## config.mk

```make
export PLATFORM = sky130hd
export DESIGN_NAME = dcdp_core
export DESIGN_NICKNAME = d
export VERILOG_FILES = /design/src/core/dcdp_pkg.sv /design/src/core/dcdp_oneshot.sv /design/src/core/dcdp_core.sv
export SDC_FILE = /design/constraint.sdc
export NUM_CORES = 1
export LEC_CHECK = 0
export BUFFER_PORTS_ARGS = -buffer_cell sky130_fd_sc_hd__buf_2
export CORE_MARGIN = 2
export CORE_UTILIZATION = 55
export DETAILED_ROUTE_END_ITERATION = 12
export PLACE_DENSITY = 0.82
export SYNTH_ARGS = -nofsm -noshare
export SYNTH_HDL_FRONTEND = slang
export SYNTH_SLANG_ARGS = --single-unit
```

## constraint.sdc

```tcl
create_clock -name clk -period 2.7 [get_ports clk]
set_input_delay 0.27 -clock clk [delete_from_list [all_inputs] [get_ports clk]]
set_output_delay 0.27 -clock clk [all_outputs]
set_load 0.05 [all_outputs]
```

## src/core/dcdp_pkg.sv

```systemverilog
// Purpose: Constants for the converter drive and protection block
// Assumes: One 10 MHz clock, all inputs synchronous to it
// Notes:   Comparator results and sync pulses arrive as digital levels
//
// How it works
// - Phase 0: set after flyback-middle delay
// - Phase 1, edge 0: set on falling line
// - Phase 1, edge 1: set on rising line
// - Drive turns on after one-shot ends
// - Current limit comparator resets drive
// - Error level comparator also resets, OR-ed
// - Polarity bit inverts drive output
// - Current limit threshold follows soft ramp
// - Line on first, converter off first
// - Same sequence for every switching cause
// - Overvoltage kills drives after two lines
// - Overvoltage latch held until supply/clear
// - Lock and blank give four levels
// - Blank combines vsync and discharge pulse
// - Blank starts first edge, ends discharge
// - Hold select forces permanent blank level
// - Low supply, overvoltage, vdrive off force blank
// - Line enable toggle starts soft ramp
package dcdp_pkg;
    // =========================================================
    // Timing
    localparam int  CLK_PERIOD_NS     = 100;
    localparam int  ONESHOT_NS        = 200;
    localparam int  ONESHOT_CYC       =
        (ONESHOT_NS + CLK_PERIOD_NS - 1) / CLK_PERIOD_NS;
    localparam int  TRIG_DELAY_DEF    = 4;
    localparam int  RAMP_STEP_NS      = 1000;
    localparam int  RAMP_STEP_CYC     =
        (RAMP_STEP_NS + CLK_PERIOD_NS - 1) / CLK_PERIOD_NS;
    localparam int  OV_LINES          = 2;
    // =========================================================
    // Ramp levels and composite output codes
    localparam logic [7:0] RAMP_ZERO  = 8'h00;
    localparam logic [7:0] RAMP_FULL  = 8'hFF;
    localparam logic [7:0] RAMP_HALF  = 8'h80;
    localparam logic [1:0] LVL_UNLK_NOBLK = 2'h0;
    localparam logic [1:0] LVL_LOCK_NOBLK = 2'h1;
    localparam logic [1:0] LVL_UNLK_BLK   = 2'h2;
    localparam logic [1:0] LVL_LOCK_BLK   = 2'h3;
    // =========================================================
    // Register map (word addresses on the plain port)
    localparam logic [3:0] ADDR_CTRL   = 4'h0;
    localparam logic [3:0] ADDR_DELAY  = 4'h1;
    localparam logic [3:0] ADDR_STATUS = 4'h2;
    localparam logic [3:0] ADDR_RAMP   = 4'h3;
    // Control bit positions
    localparam int  B_PHASE   = 0;
    localparam int  B_EDGE    = 1;
    localparam int  B_POL     = 2;
    localparam int  B_LINE_EN = 3;
    localparam int  B_VDRV_EN = 4;
    localparam int  B_HOLD    = 5;
    localparam int  B_OV_CLR  = 6;
    localparam logic [7:0] CTRL_RESET = 8'h30; // Hold and vdrive on
    // Sequencer states
    typedef enum logic [4:0] {
        SEQ_OFF     = 5'h01,
        SEQ_LINE_UP = 5'h02,
        SEQ_CONV_UP = 5'h04,
        SEQ_RUN     = 5'h08,
        SEQ_DOWN    = 5'h10
    } dcdp_seq_type;
endpackage

```

## src/core/dcdp_oneshot.sv

```systemverilog
// Purpose: Retriggerable one-shot that reports its own end
// Assumes: Trigger is a one-cycle pulse
// Notes:   done pulses for one cycle, starting on the clock where busy falls
module dcdp_oneshot #(
    parameter int LEN = 2
) (
    // Clock and reset
    input  wire logic clk,
    input  wire logic reset,
    input  wire logic clk_en,
    // Trigger and end
    input  wire logic trig,
    output logic      busy,
    output logic      done
);
    // Refuse lengths the 8-bit counter cannot hold
    if (LEN < 1 || LEN > 255) begin : g_bad_len
        $error("dcdp_oneshot: bad LEN");
    end
    logic [7:0] cnt_q;
    // =========================================================
    // Count down, flag the last cycle
    always_ff @(posedge clk or posedge reset) begin
        if (reset) begin
            cnt_q <= 8'h00;
            done  <= 1'b0;
        end else if (clk_en) begin
            done <= (cnt_q == 8'h01) && !trig;
            if (trig) begin
                cnt_q <= 8'(LEN);
            end else if (cnt_q != 8'h00) begin
                cnt_q <= cnt_q - 8'h01;
            end
        end
    end
    assign busy = (cnt_q != 8'h00);
endmodule // dcdp_oneshot

```

## src/core/dcdp_core.sv

```systemverilog
// Purpose: Converter drive pulse, soft sequencing, overvoltage, blanking
// Assumes: Comparator results are already digital levels
// Notes:   Ramp counter stands in for the analog soft-start node
module dcdp_core #(
    parameter int TRIG_DELAY = dcdp_pkg::TRIG_DELAY_DEF
) (
    // Clock, reset, enable
    input  wire logic       clk,
    input  wire logic       reset,
    input  wire logic       clk_en,
    // Register port
    input  wire logic [3:0] reg_addr,
    input  wire logic [7:0] reg_wdata,
    input  wire logic       reg_wr,
    input  wire logic       reg_rd,
    output logic [7:0]      reg_rdata,
    // Timing references
    input  wire logic       flyback_mid,
    input  wire logic       line_ref,
    input  wire logic       line_pulse,
    input  wire logic       vsync_in,
    input  wire logic       vdischarge_in,
    input  wire logic       pll_locked,
    input  wire logic       supply_ok,
    // Comparator inputs
    input  wire logic       current_sense_in,
    input  wire logic       error_sense_in,
    input  wire logic       overvoltage_sense_in,
    // Outputs
    output logic            line_drive_out,
    output logic            converter_drive_out,
    output logic [1:0]      lock_blank_composite_out,
    output logic [7:0]      current_limit_threshold
);
    // Refuse delays the 8-bit counter cannot hold
    if (TRIG_DELAY < 1 || TRIG_DELAY > 255) begin : g_bad_delay
        $error("dcdp_core: bad TRIG_DELAY");
    end
    // =========================================================
    // Registers
    logic [7:0] ctrl_q;
    logic [7:0] flyback_trigger_delay;
    logic       ov_latch_q;
    logic       wr_ctrl;
    assign wr_ctrl = reg_wr && (reg_addr == dcdp_pkg::ADDR_CTRL);
    wire converter_phase_select   = ctrl_q[dcdp_pkg::B_PHASE];
    wire line_edge_select         = ctrl_q[dcdp_pkg::B_EDGE];
    wire converter_drive_polarity = ctrl_q[dcdp_pkg::B_POL];
    wire line_drive_enable        = ctrl_q[dcdp_pkg::B_LINE_EN];
    wire vertical_drive_enable    = ctrl_q[dcdp_pkg::B_VDRV_EN];
    wire blank_hold_select        = ctrl_q[dcdp_pkg::B_HOLD];
    wire overvoltage_latch_clear  =
        wr_ctrl && reg_wdata[dcdp_pkg::B_OV_CLR];
    dcdp_pkg::dcdp_seq_type state_q;
    logic [7:0] ramp_q;

    // Control writes; the clear bit is a self-clearing strobe
    always_ff @(posedge clk or posedge reset) begin
        if (reset) begin
            ctrl_q                <= dcdp_pkg::CTRL_RESET;
            flyback_trigger_delay <= 8'(TRIG_DELAY);
        end else if (clk_en && reg_wr) begin
            if (reg_addr == dcdp_pkg::ADDR_CTRL)
                ctrl_q <= reg_wdata & ~(8'h01 << dcdp_pkg::B_OV_CLR);
            if (reg_addr == dcdp_pkg::ADDR_DELAY && reg_wdata != 8'h00)
                flyback_trigger_delay <= reg_wdata;
        end
    end

    // Read data in the cycle after the strobe; unmapped reads zero
    always_ff @(posedge clk or posedge reset) begin
        if (reset) begin
            reg_rdata <= 8'h00;
        end else if (clk_en) begin
            if (reg_rd) begin
                unique case (reg_addr)
                    dcdp_pkg::ADDR_CTRL:   reg_rdata <= ctrl_q;
                    dcdp_pkg::ADDR_DELAY:  reg_rdata <= flyback_trigger_delay;
                    dcdp_pkg::ADDR_STATUS: reg_rdata <= {3'h0, state_q};
                    dcdp_pkg::ADDR_RAMP:   reg_rdata <= ramp_q;
                    default:               reg_rdata <= {7'h00, ov_latch_q};
                endcase
                if (reg_addr > dcdp_pkg::ADDR_RAMP)
                    reg_rdata <= 8'h00;
            end else begin
                reg_rdata <= 8'h00;
            end
        end
    end
    // =========================================================
    // Overvoltage filter and latch
    logic [1:0] ov_lines_q;
    always_ff @(posedge clk or posedge reset) begin
        if (reset) begin
            ov_lines_q <= 2'h0;
        end else if (clk_en) begin
            if (!overvoltage_sense_in)
                ov_lines_q <= 2'h0;
            else if (line_pulse && ov_lines_q != 2'(dcdp_pkg::OV_LINES))
                ov_lines_q <= ov_lines_q + 2'h1;
        end
    end
    // Set wins over clear so a trip is never lost
    always_ff @(posedge clk or posedge reset) begin
        if (reset) begin
            ov_latch_q <= 1'b0;
        end else if (clk_en) begin
            if (ov_lines_q == 2'(dcdp_pkg::OV_LINES))
                ov_latch_q <= 1'b1;
            else if (!supply_ok || overvoltage_latch_clear)
                ov_latch_q <= 1'b0;
        end
    end
    // =========================================================
    // Soft sequencer: one ramp serves all causes alike
    wire run_req = line_drive_enable && supply_ok && !ov_latch_q;
    logic [3:0] step_q;
    wire        step = (step_q == 4'(dcdp_pkg::RAMP_STEP_CYC - 1));
    always_ff @(posedge clk or posedge reset) begin
        if (reset) begin
            step_q <= 4'h0;
        end else if (clk_en) begin
            step_q <= step ? 4'h0 : step_q + 4'h1;
        end
    end
    always_ff @(posedge clk or posedge reset) begin
        if (reset) begin
            state_q <= dcdp_pkg::SEQ_OFF;
            ramp_q  <= dcdp_pkg::RAMP_ZERO;
        end else if (clk_en) begin
            unique case (state_q)
                dcdp_pkg::SEQ_OFF: begin
                    ramp_q <= dcdp_pkg::RAMP_ZERO;
                    if (run_req)
                        state_q <= dcdp_pkg::SEQ_LINE_UP;
                end
                // Line first, then converter once ramp is halfway
                dcdp_pkg::SEQ_LINE_UP: begin
                    if (!run_req)
                        state_q <= dcdp_pkg::SEQ_DOWN;
                    else if (step) begin
                        ramp_q <= ramp_q + 8'h01;
                        if (ramp_q == dcdp_pkg::RAMP_HALF)
                            state_q <= dcdp_pkg::SEQ_CONV_UP;
                    end
                end
                dcdp_pkg::SEQ_CONV_UP: begin
                    if (!run_req)
                        state_q <= dcdp_pkg::SEQ_DOWN;
                    else if (step) begin
                        ramp_q <= ramp_q + 8'h01;
                        if (ramp_q == dcdp_pkg::RAMP_FULL - 8'h01)
                            state_q <= dcdp_pkg::SEQ_RUN;
                    end
                end
                dcdp_pkg::SEQ_RUN: begin
                    if (!run_req)
                        state_q <= dcdp_pkg::SEQ_DOWN;
                end
                // Converter stops at half ramp, line last at zero
                dcdp_pkg::SEQ_DOWN: begin
                    if (step) begin
                        if (ramp_q <= 8'h01) begin
                            ramp_q  <= dcdp_pkg::RAMP_ZERO;
                            state_q <= dcdp_pkg::SEQ_OFF;
                        end else begin
                            ramp_q <= ramp_q - 8'h01;
                        end
                    end
                end
                default: state_q <= dcdp_pkg::SEQ_OFF;
            endcase
        end
    end
    wire line_on = (state_q != dcdp_pkg::SEQ_OFF);
    wire conv_on = (state_q == dcdp_pkg::SEQ_CONV_UP)
                || (state_q == dcdp_pkg::SEQ_RUN)
                || (state_q == dcdp_pkg::SEQ_DOWN
                    && ramp_q > dcdp_pkg::RAMP_HALF);
    // =========================================================
    // Trigger selection
    logic line_ref_q;
    logic [7:0] dly_q;
    logic       fly_trig;
    always_ff @(posedge clk or posedge reset) begin
        if (reset) begin
            line_ref_q <= 1'b0;
            dly_q      <= 8'h00;
            fly_trig   <= 1'b0;
        end else if (clk_en) begin
            line_ref_q <= line_ref;
            fly_trig   <= (dly_q == 8'h01);
            if (flyback_mid)
                dly_q <= flyback_trigger_delay;
            else if (dly_q != 8'h00)
                dly_q <= dly_q - 8'h01;
        end
    end
    wire rise = line_ref && !line_ref_q;
    wire fall = !line_ref && line_ref_q;
    wire trig = !converter_phase_select ? fly_trig
              : line_edge_select        ? rise
              :                           fall;
    logic os_busy;
    logic os_done;
    dcdp_oneshot #(.LEN(dcdp_pkg::ONESHOT_CYC)) u_oneshot (
        .clk   (clk),
        .reset (reset),
        .clk_en(clk_en),
        .trig  (trig && conv_on),
        .busy  (os_busy),
        .done  (os_done)
    );
    // =========================================================
    // Drive flip-flop, reset conditions dominate
    logic drive_q;
    wire  reset_cond = current_sense_in
                    || error_sense_in;
    always_ff @(posedge clk or posedge reset) begin
        if (reset) begin
            drive_q <= 1'b0;
        end else if (clk_en) begin
            if (reset_cond || !conv_on)
                drive_q <= 1'b0;
            else if (os_done)
                drive_q <= 1'b1;
        end
    end
    // =========================================================
    // Blanking and composite output
    logic blank_q;
    logic vdis_q;
    always_ff @(posedge clk or posedge reset) begin
        if (reset) begin
            blank_q <= 1'b0;
            vdis_q  <= 1'b0;
        end else if (clk_en) begin
            vdis_q <= vdischarge_in;
            if (vsync_in || vdischarge_in)
                blank_q <= 1'b1;
            else if (vdis_q)
                blank_q <= 1'b0;
        end
    end
    wire blank_now = blank_q || vsync_in || vdischarge_in
                  || blank_hold_select
                  || !supply_ok || ov_latch_q
                  || !vertical_drive_enable;
    // All outputs registered
    always_ff @(posedge clk or posedge reset) begin
        if (reset) begin
            line_drive_out           <= 1'b0;
            converter_drive_out      <= 1'b0;
            lock_blank_composite_out <= dcdp_pkg::LVL_UNLK_BLK;
            current_limit_threshold  <= dcdp_pkg::RAMP_ZERO;
        end else if (clk_en) begin
            line_drive_out      <= line_on && line_ref;
            // Polarity applied last so the pin follows the bit on the next clock
            converter_drive_out <= drive_q
                                 ^ converter_drive_polarity;
            current_limit_threshold <= ramp_q;
            unique case ({blank_now, pll_locked})
                2'b00: lock_blank_composite_out <= dcdp_pkg::LVL_UNLK_NOBLK;
                2'b01: lock_blank_composite_out <= dcdp_pkg::LVL_LOCK_NOBLK;
                2'b10: lock_blank_composite_out <= dcdp_pkg::LVL_UNLK_BLK;
                2'b11: lock_blank_composite_out <= dcdp_pkg::LVL_LOCK_BLK;
            endcase
        end
    end
    // =========================================================
    // Checks
    // A trip sends the sequencer down; the converter fades, not cut
    property p_ov_kill;
        @(posedge clk) disable iff (reset)
        clk_en && ov_latch_q |=> (state_q == dcdp_pkg::SEQ_DOWN)
                              || (state_q == dcdp_pkg::SEQ_OFF);
    endproperty
    a_ov_kill: assert property (p_ov_kill)
        else $error("ov no kill");
    property p_ov_delay;
        @(posedge clk) disable iff (reset)
        $rose(ov_latch_q) |-> $past(ov_lines_q) == 2'(dcdp_pkg::OV_LINES);
    endproperty
    a_ov_delay: assert property (p_ov_delay)
        else $error("ov latched early");
    property p_ov_clear;
        @(posedge clk) disable iff (reset)
        clk_en && overvoltage_latch_clear
            && ov_lines_q != 2'(dcdp_pkg::OV_LINES) |=> !ov_latch_q;
    endproperty
    a_ov_clear: assert property (p_ov_clear)
        else $error("ov clear lost");
    property p_conv_needs_line;
        @(posedge clk) disable iff (reset)
        conv_on |-> line_on;
    endproperty
    a_conv_needs_line: assert property (p_conv_needs_line)
        else $error("conv without line");
    property p_line_first;
        @(posedge clk) disable iff (reset)
        clk_en && !line_on |=> !conv_on;
    endproperty
    a_line_first: assert property (p_line_first)
        else $error("conv before line");
    property p_reset_wins;
        @(posedge clk) disable iff (reset)
        clk_en && reset_cond |=> !drive_q;
    endproperty
    a_reset_wins: assert property (p_reset_wins)
        else $error("no reset");
    property p_pol;
        @(posedge clk) disable iff (reset)
        clk_en |=> converter_drive_out
                   == ($past(drive_q) ^ $past(converter_drive_polarity));
    endproperty
    a_pol: assert property (p_pol)
        else $error("polarity");
    property p_set_after_shot;
        @(posedge clk) disable iff (reset)
        $rose(drive_q) |-> $past(os_done);
    endproperty
    a_set_after_shot: assert property (p_set_after_shot)
        else $error("set w/o shot");
    property p_hold_blank;
        @(posedge clk) disable iff (reset)
        clk_en && blank_hold_select |=> lock_blank_composite_out[1];
    endproperty
    a_hold_blank: assert property (p_hold_blank)
        else $error("blank");
    property p_ov_force_blank;
        @(posedge clk) disable iff (reset)
        clk_en && ov_latch_q |=> lock_blank_composite_out[1];
    endproperty
    a_ov_force_blank: assert property (p_ov_force_blank)
        else $error("ov blank");
    property p_blank_start;
        @(posedge clk) disable iff (reset)
        clk_en && (vsync_in || vdischarge_in) |=> lock_blank_composite_out[1];
    endproperty
    a_blank_start: assert property (p_blank_start)
        else $error("blank start");
    property p_lock_level;
        @(posedge clk) disable iff (reset)
        clk_en |=> lock_blank_composite_out[0] == $past(pll_locked);
    endproperty
    a_lock_level: assert property (p_lock_level)
        else $error("lock level");
    property p_thr;
        @(posedge clk) disable iff (reset)
        clk_en |=> current_limit_threshold == $past(ramp_q);
    endproperty
    a_thr: assert property (p_thr)
        else $error("threshold");
    c_run: cover property (@(posedge clk) state_q == dcdp_pkg::SEQ_RUN);
    c_shot: cover property (@(posedge clk) $fell(os_busy));
    c_trip: cover property (@(posedge clk) $rose(ov_latch_q));
    c_drive: cover property (@(posedge clk) $rose(drive_q));
endmodule // dcdp_core

```

Yosys cells after proc, flatten, opt, wreduce, memory -nomap -nowiden
Cells that the tools add are included.

Logic and storage cells: 149. Bits of input ports: 27. Output and inout port bits: 20. Register bits after elaboration: 77.

Bitwise gates (word level): 1. Magnitude comparators: 3. Mux-type cells: 35. Equal/unequal tests: 30. $add $sub $neg: 6. Reduce and logical (&&, ||, !) cells: 54.

Operators by type and width (number): $mux W8 (10); $mux W5 (10); $pmux W8 S4 (1); $pmux W5 S5 (1); $pmux W8 S3 (1); $reduce_bool A8 Y1 (3); $sub A8 B1 Y8 const B (3); $eq A8 B1 Y1 const B (2); $eq A8 B8 Y1 const B (2); $reduce_and A2 Y1 (8); $logic_and A1 B1 Y1 (13); $logic_or A1 B1 Y1 (12); $ne A3 B3 Y1 const B (4); $ne A2 B2 Y1 const B (5); $reduce_bool A2 Y1 (5); $reduce_and A9 Y1 (1); $add A8 B1 Y8 const B (1); $eq A4 B2 Y1 const B (2); $gt A8 B8 Y1 const B (1); $le A8 B1 Y1 const B (1); $mux W1 (8); $pmux W2 S4 (1); $logic_not A1 Y1 (7); $eq A2 B2 Y1 const B (3); other kinds (21) (24).

Logic depth before layout (Yosys ltp)
Gate-level depths: netlist of the first run.

Depth in word-level cells: 8. Gate-level depth with buffers: 8. Depth with buffers taken out: 7.

By module
A second synthesis of the first run with hierarchy kept.

Cell total of the unflattened synthesis: 441. Area total of the unflattened synthesis: 4340.4 sq um.

Modules (own cells, without submodules): dcdp_core (cells each 383, seq. area each 1707.9 sq um, area an instance 3801.1 sq um, instances 1); dcdp_oneshot (cells each 58, seq. area each 225.2 sq um, area an instance 539.3 sq um, instances 1).

Worst setup path after synthesis of the first run
OpenSTA, ideal clock, no wires.

Path kind: reg-to-reg. From: register ramp_q[0]. To: register state_q[4]. Stages on the path, launching flop included: 9. Required time: 2.575 ns. Clock period less this slack: 2.244 ns. Arrival: 2.119 ns. Setup time: 0.125 ns. Buffers on the path: 1. Slack: 0.456 ns. Cells stage by stage: dfrtp_1 clkbuf_1 inv_1 ha_1 nor2_1 nor4_4 nor2_2 nor4_1 mux2_2.

Cells in the longest elaborated chain, start to end: 3. Elaborated cells on any way between the ends: 7. Those cells by class: order compare (1); eq/ne (5); reduce/logical (1).

RTL lines: start, declared (line dcdp_core.sv:55) `logic [7:0] ramp_q;`; start signal, assigned (line dcdp_core.sv:129) `ramp_q <= dcdp_pkg::RAMP_ZERO;`; start signal, assigned (line dcdp_core.sv:133) `ramp_q <= dcdp_pkg::RAMP_ZERO;`; start signal, assigned (line dcdp_core.sv:142) `ramp_q <= ramp_q + 8'h01;`; $le A8 B1 Y1 (tied with other cells) (line dcdp_core.sv:163) `if (ramp_q <= 8'h01) begin`; $ne A2 B2 Y1 (no line) / $ne A3 B3 Y1 (equally long branches); $reduce_and A9 Y1 (no line) *; end signal, assigned (line dcdp_core.sv:158) `state_q <= dcdp_pkg::SEQ_DOWN;`; end signal, assigned (line dcdp_core.sv:165) `state_q <= dcdp_pkg::SEQ_OFF;`; end signal, assigned (line dcdp_core.sv:171) `default: state_q <= dcdp_pkg::SEQ_OFF;`; end, declared (line dcdp_core.sv:54) `dcdp_pkg::dcdp_seq_type state_q;`.

Every way passes the cells marked *; elsewhere a longest branch is shown, timed or not. A chain may end at the register's enable or synchronous reset.

Final worst setup path of the first run
Ends and elaborated chain as after synthesis.

==> results of run 1 <==
worst reg2reg max path, cell delays in order (launching register included):
cell     delay [ns]
dfrtp_1        0.53
inv_1          0.17
ha_1           0.26
nor2_1         0.11
nor4_4         0.39
nor2_2         0.14
nor4_2         0.35
mux2_2         0.38
placed cells by master, fill, tap and decap left out, drive strengths merged, types with 7 or more instances in the layout:
cell     count
nand3       16
nor4         9
dfrtp       72
o2bb2ai     11
ha          10
xor2         7
mux2i        9
mux2        30
or3          7
nor2        32
clkbuf      10
buf         54
a21oi       17
o21ai       26
nor3        16
a22o         9
inv         19
nand2       29
report_power, final:
part	internal (W)	switching (W)	total, W
Combinational	0.000500	0.000652	0.00115
Clock	0.000355	0.000440	0.000795
Sequential	0.00141	0.000276	0.00168
layout make-up:
| cell class | instances | area (µm²) | area share, % |
|---|---|---|---|
| clock buffers | 10 | 138 | 2.87 |
| clock inverters | 6 | 38.8 | 0.809 |
| inverters | 19 | 71.3 | 1.49 |
| multi-input cells | 308 | 2190 | 45.6 |
| flip-flops and latches | 77 | 1930 | 40.3 |
| well taps | 102 | 128 | 2.66 |
| repair buffers | 54 | 303 | 6.31 |
path summary, 6_finish.rpt:
check	end	depth (start not counted)	slack (ns)
worst max-delay path	state_q[4]$_DFFE_PP0P_	7	0.25
worst min-delay path	ramp_q[2]$_DFFE_PP0P_	3	-0.02
worst max register to register	state_q[4]$_DFFE_PP0P_	7	0.25
worst min register to register	blank_q$_DFFE_PP0P_	2	0.49
max in group asynchronous	ctrl_q[5]$_DFFE_PP1P_	3	2.36
min in group clk	ov_lines_q[1]$_DFFE_PP0P_	3	0.14
stage by stage:
| stage | worst slack (ns) | total power [W] |
|---|---|---|
| finish | 0.250 | 0.00363 |
| global route | 0.0727 | 0.00386 |
| CTS | 0.246 | 0.00362 |
| detailed placement | 0.250 | 0.00283 |
| global placement | 0.366 | 0.00277 |
| floorplan | 0.456 | 0.00253 |
layer usage:
layer	track usage, %	up-vias	routed length, µm	part of all wire [%]
met1	37.6	1707	4700	45
met4	10.8	0	293	2.8
met3	4.88	32	715	6.9
li1	-	1672	-	-
met5	0	-	0	0
met2	37.0	178	4670	45
state kept, by name, summed over array words and instances (netlist names), 2 cells and up:
register,cells
u_oneshot.cnt_q,8
dly_q,8
ov_lines_q,2
ramp_q,8
flyback_trigger_delay,8
state_q,5
lock_blank_composite_out,2
current_limit_threshold,8
step_q,4
reg_rdata,8
ctrl_q,7
cell families (layout without fill, tap and decap cells):
logic type / Yosys count / count (layout) / synth area share [%]
AOI/OAI and AO/OA: 100 / 100 / 16.0
adders and majority gates: 10 / 10 / 2.91
DFF: 77 / 77 / 45.0
buffers and inverters: 45 / 89 / 4.36
muxes: 42 / 42 / 11.5
xor gates and xnor gates: 12 / 12 / 2.44
and+or+nand+nor: 144 / 144 / 17.8
==> results.md, run 1 <==
- Status: finished with violations
- Failing checks: hold timing
- Maximum clock insertion buffer count: 2
- Die footprint: 0.00854 mm²
- Fillers: 634
- Ratio of final minimum period to clock period: 90.7%
- Max Transition Viols Final: 0
- Vias in the first global route: 3,326
- Final setup fails: 0
- Root Buffer: clkbuf_8
- Post-synth top flop: dfrtp_1
- Register area share after synthesis: 45.0%
- CP Launch Type: flip-flop
- Hold Fails Final Rpt: 28
- Fin util: 62.7%
- DR vias: 3,589
- Setup TNS: 0 ns
- Boundary Pins: 47
- Cells along the critical path: inv_1 > ha_1 > nor2_1 > nor4_4 > nor2_2 > nor4_2 > mux2_2
- Chip height: 92.4 µm
- DP Wirelength: 7350 µm
- Mapped Avg Cell Area: 10.0 µm²
- FMAX: 408 MHz
- Worst Path Arrival: 2.70 ns
- Reg-to-reg startpoint: ramp_q[0]$_DFFE_PP0P_
- Worst-Margin Slew: 0.711 ns
- Kind of critical path: flip-flop to flip-flop
- Port Buffers: 46
- Synth top area share: 41.9%
- Final Cell Area: 0.00480 mm²
- WL per Instance: 18.0 µm
- Worst Hold Class: primary input to asynchronous set/reset pin
- Final critical-path required period: 2.45 ns
- Worst Skew: 0.00875 ns
- Min Hold Slack: -0.0187 ns
- Cts hold-fix bufs: 0
- Clk slew on worst S/H paths: 0.08 ns
- P&R area growth vs syn: 11.6%
- Leakage: 2.17 nW
- Initial Utilization: 56.2%
- Crit. Startpoint: ramp_q[0]$_DFFE_PP0P_
- Post-synthesis cell count: 430
- Worst Path Max Fanout: 12
- CP Capture Type: flip-flop
- Sink Count: 77
- Std-Cell Rows: 32
- Post-route ant nets: 0
- Gpl congestion: 0.963
- Synth warn: 0
- Synth Net Count: 467
- #FFs+latches synth: 77
- Number of setup buffers added after CTS: 0
- 1st-pass router iterations: 5
- Async SR Flop Fraction: 100%
- CTS H-tree lvls: 3
- Slew headroom: 52.0%
- Clk_lat worst skew: 0.37 ns
- Detailed Route WL: 10,400 µm
- Placed cells: 560
- Synth cell count leaders: 72 x dfrtp_1, 31 x nor2_1, 30 x mux2_2, 29 x nand2_1, 25 x o21ai_0
- Via/cell ratio: 6.23
- Core box area: 0.00765 mm²
- Final std cells w/o fill: 576
- Nets: 506
- DRC viols: 0
- Pwr Density: 757 mW/mm²
- Number of distinct library cells after synthesis: 61
- Post-synth EDFFs: 0
- Area leader, netlist: dfrtp_1
- CP bufs+invs: 1
- Share of cells above drive strength 1: 25.3%
- Largest net degree at the start of global routing: 78
- Global-route wire length before repair: 17,000 µm
- Mapped cell area: 0.00430 mm²
- Data required, critical path: 2.95 ns
- DR iter-0 viols: 308
- Initial antenna violation count: 0
- Critical path's slowest cell: dfrtp_1
- CP delay by family, top: simple AND/OR/NAND/NOR gates
- Worst VDD drop: 0.355 mV
- Gr ovfl total: 0
- Synth area leaders: dfrtp_1 42%, mux2_2 7.9%, dfstp_2 3.1%
- Post_cts resized: 0
- RSZ-0062 raised after global routing: no
- CTS tree: built
- MaxCap Viol Count: 0
- Die width: 92.4 µm
- ANT cells: 0
- Num CTS Buffers: 9
- Most numerous cell in the Yosys netlist: dfrtp_1
- Placed inst area: 0.00461 mm²
- Critical Path Max Stage Delay: 0.53 ns
- Global-route usage over all layers: 25.6%
(Power assumes the default switching activity.)
==> run 2: changes to the inputs <==
- CELL_PAD_IN_SITES_DETAIL_PLACEMENT: unset -> 1
- CELL_PAD_IN_SITES_GLOBAL_PLACEMENT: unset -> 1
- CORE_UTILIZATION: 55 -> 46
- PLACE_DENSITY: 0.82 -> 0.87
==> results.md, run 2 (synthesized netlist as in run 1, its figures left out) <==
- Die width: 101 µm (+8.9%)
- Final std cells w/o fill: 585 (+1.6%)
- Data required, critical path: 2.95 ns (about the same)
- Clk slew on worst S/H paths: 0.08 ns (about the same)
- DRC viols: 0 (unchanged)
- Ratio of final minimum period to clock period: 92.9% (+2.2 points)
- DR iter-0 viols: 142 (-54%)
- Global-route wire length before repair: 20,400 µm (+20%)
- Max Transition Viols Final: 0 (unchanged)
- Multi-input logic area: 0.00219 mm² (unchanged)
- Core box area: 0.00915 mm² (+20%)
- Leakage: 2.19 nW (+1.0%)
- Worst Hold Class: primary input to flip-flop
- Via/cell ratio: 6.37 (+2.3%)
- Root Buffer: clkbuf_8
- Worst Path Arrival: 2.76 ns (+0.06 ns)
- Setup TNS: 0 ns (unchanged)
- Worst Skew: 0.0116 ns (+0.00284 ns)
- Highest-count cells in the layout ignoring fill and taps: 72 x dfrtp_1, 46 x buf_2, 31 x nor2_1
- Fillers: 1,037 (+64%)
- Boundary Pins: 47 (unchanged)
- Placed cells: 569 (+1.6%)
- RSZ-0062 raised after global routing: no
- Dpl ws: 0.184 ns (-0.0663 ns)
- Worst Path Max Fanout: 11 (-1)
- Sink Count: 77 (unchanged)
- Clk_lat worst skew: 0.37 ns (about the same)
- Final Worst Setup Slack: 0.192 ns (-0.0586 ns)
- Chip height: 101 µm (+8.9%)
- Initial Utilization: 47.0% (-9.2 points)
- Largest net degree at the start of global routing: 54 (-31%)
- Worst-Margin Slew: 0.605 ns (-0.106 ns)
- Nets: 507 (+0.20%)
- Status: finished clean
- Port Buffers: 46 (unchanged)
- Commonest non-fill, non-tap cell in the layout: dfrtp_1
- CP delay by family, top: simple AND/OR/NAND/NOR gates
- MaxCap Viol Count: 0 (unchanged)
- Final setup fails: 0 (unchanged)
- Share of cells above drive strength 1: 25.1% (-0.21 points)
- Die footprint: 0.0101 mm² (+19%)
- P&R area growth vs syn: 13.2%
- FMAX: 399 MHz (-2.3%)
- CP Launch Type: flip-flop
- Post-route ant nets: 0 (unchanged)
- Detailed Route WL: 12,800 µm (+23%)
- ANT cells: 0 (unchanged)
- Global-route usage over all layers: 26.4% (+0.81 points)
- Total power: 0.00393 W (+8.3%)
- Std-Cell Rows: 35 (+9.4%)
- Kind of critical path: flip-flop to flip-flop
- Worst VDD drop: 0.362 mV (+1.8%)
- Reg area: 0.00193 mm² (unchanged)
- Cells along the critical path: inv_1 > ha_1 > nor2_1 > nor4_4 > nor2_2 > nor4_2 > mux2_2
- WL per Instance: 21.8 µm (+21%)
- CP bufs+invs: 1 (unchanged)
- Final critical-path required period: 2.51 ns (+0.0586 ns)
- Initial antenna violation count: 0 (unchanged)
- 1st-pass router iterations: 5 (unchanged)
- CTS H-tree lvls: 3 (unchanged)
- Critical Path Max Stage Delay: 0.53 ns (about the same)
- DP Wirelength: 9080 µm (+24%)
- Num CTS Buffers: 9 (unchanged)
- CTS tree: built
- DR vias: 3,729 (+3.9%)
- Gpl congestion: 0.981 (+1.9%)
- Hold Fails Final Rpt: 0 (-100%)
- Vias in the first global route: 3,840 (+15%)
- Gr ovfl total: 0 (unchanged)
- Pwr Density: 808 mW/mm² (+6.8%)
- Slew headroom: 59.6% (+7.6 points)
- CP Capture Type: flip-flop
- Number of setup buffers added after CTS: 0 (unchanged)
- Critical path's slowest cell: dfrtp_1
- Maximum clock insertion buffer count: 2 (unchanged)
-- run 2: routing by layer --
metal  GRT usage, %  wire (µm)  vias up  share of wire, %
met5              0          0        -                 0
met1           36.4       5650     1888                44
met3           5.27        738       24               5.8
li1               -          -     1665                 -
met2           41.5       6150      152                48
met4           9.17        239        0               1.9
-- run 2: cell type report --
| cell class | count | share of cell area [%] |
|---|---|---|
| multi-input cells | 308 | 44.9 |
| clock inverters | 6 | 1.83 |
| repair buffers | 55 | 6.68 |
| clock buffers | 9 | 2.54 |
| inverters | 19 | 1.47 |
| flip-flops and latches | 77 | 39.7 |
| well taps | 111 | 2.85 |
-- run 2: path summary, 6_finish.rpt --
kind | startpoint | to | slack [ns] | cells after the start
setup / recovery | ramp_q[1]$_DFFE_PP0P_ | state_q[4]$_DFFE_PP0P_ | 0.19 | 7
hold / removal | pll_locked | lock_blank_composite_out[0]$_DFFE_PP0P_ | 0.15 | 2
setup reg to reg | ramp_q[1]$_DFFE_PP0P_ | state_q[4]$_DFFE_PP0P_ | 0.19 | 7
hold reg to reg | blank_q$_DFFE_PP0P_ | blank_q$_DFFE_PP0P_ | 0.48 | 2
max in group asynchronous | reset | flyback_trigger_delay[2]$_DFFE_PP1P_ | 1.41 | 4
min in group asynchronous | reset | u_oneshot.cnt_q[3]$_DFFE_PP0P_ | 0.52 | 3
-- run 2: repair_timing --
item	in CTS	in global routing
endpoints found under the hold margin	17	0
hold buffers	1	0
gates resized for setup	0	1
setup endpoints to repair	0	1
-- run 2: where the power goes --
part           internal [W]  leakage, nW  total [W]  switching [W]
Sequential          0.00141        0.995    0.00169       0.000286
Clock              0.000515        0.101   0.000976       0.000461
Combinational      0.000512         1.09    0.00126       0.000751
-- run 2: metrics by stage --
step | util, % | hold WS (ns) | cell area (µm²)
floorplan | - | 0.387 | 4300
finish | 53.2 | 0.147 | 4870
CTS | 53.1 | 0.144 | 4860
global route | 53.2 | 0.151 | 4870
detailed placement | 50.7 | 0.379 | 4640
global placement | 50.7 | 0.363 | 4640
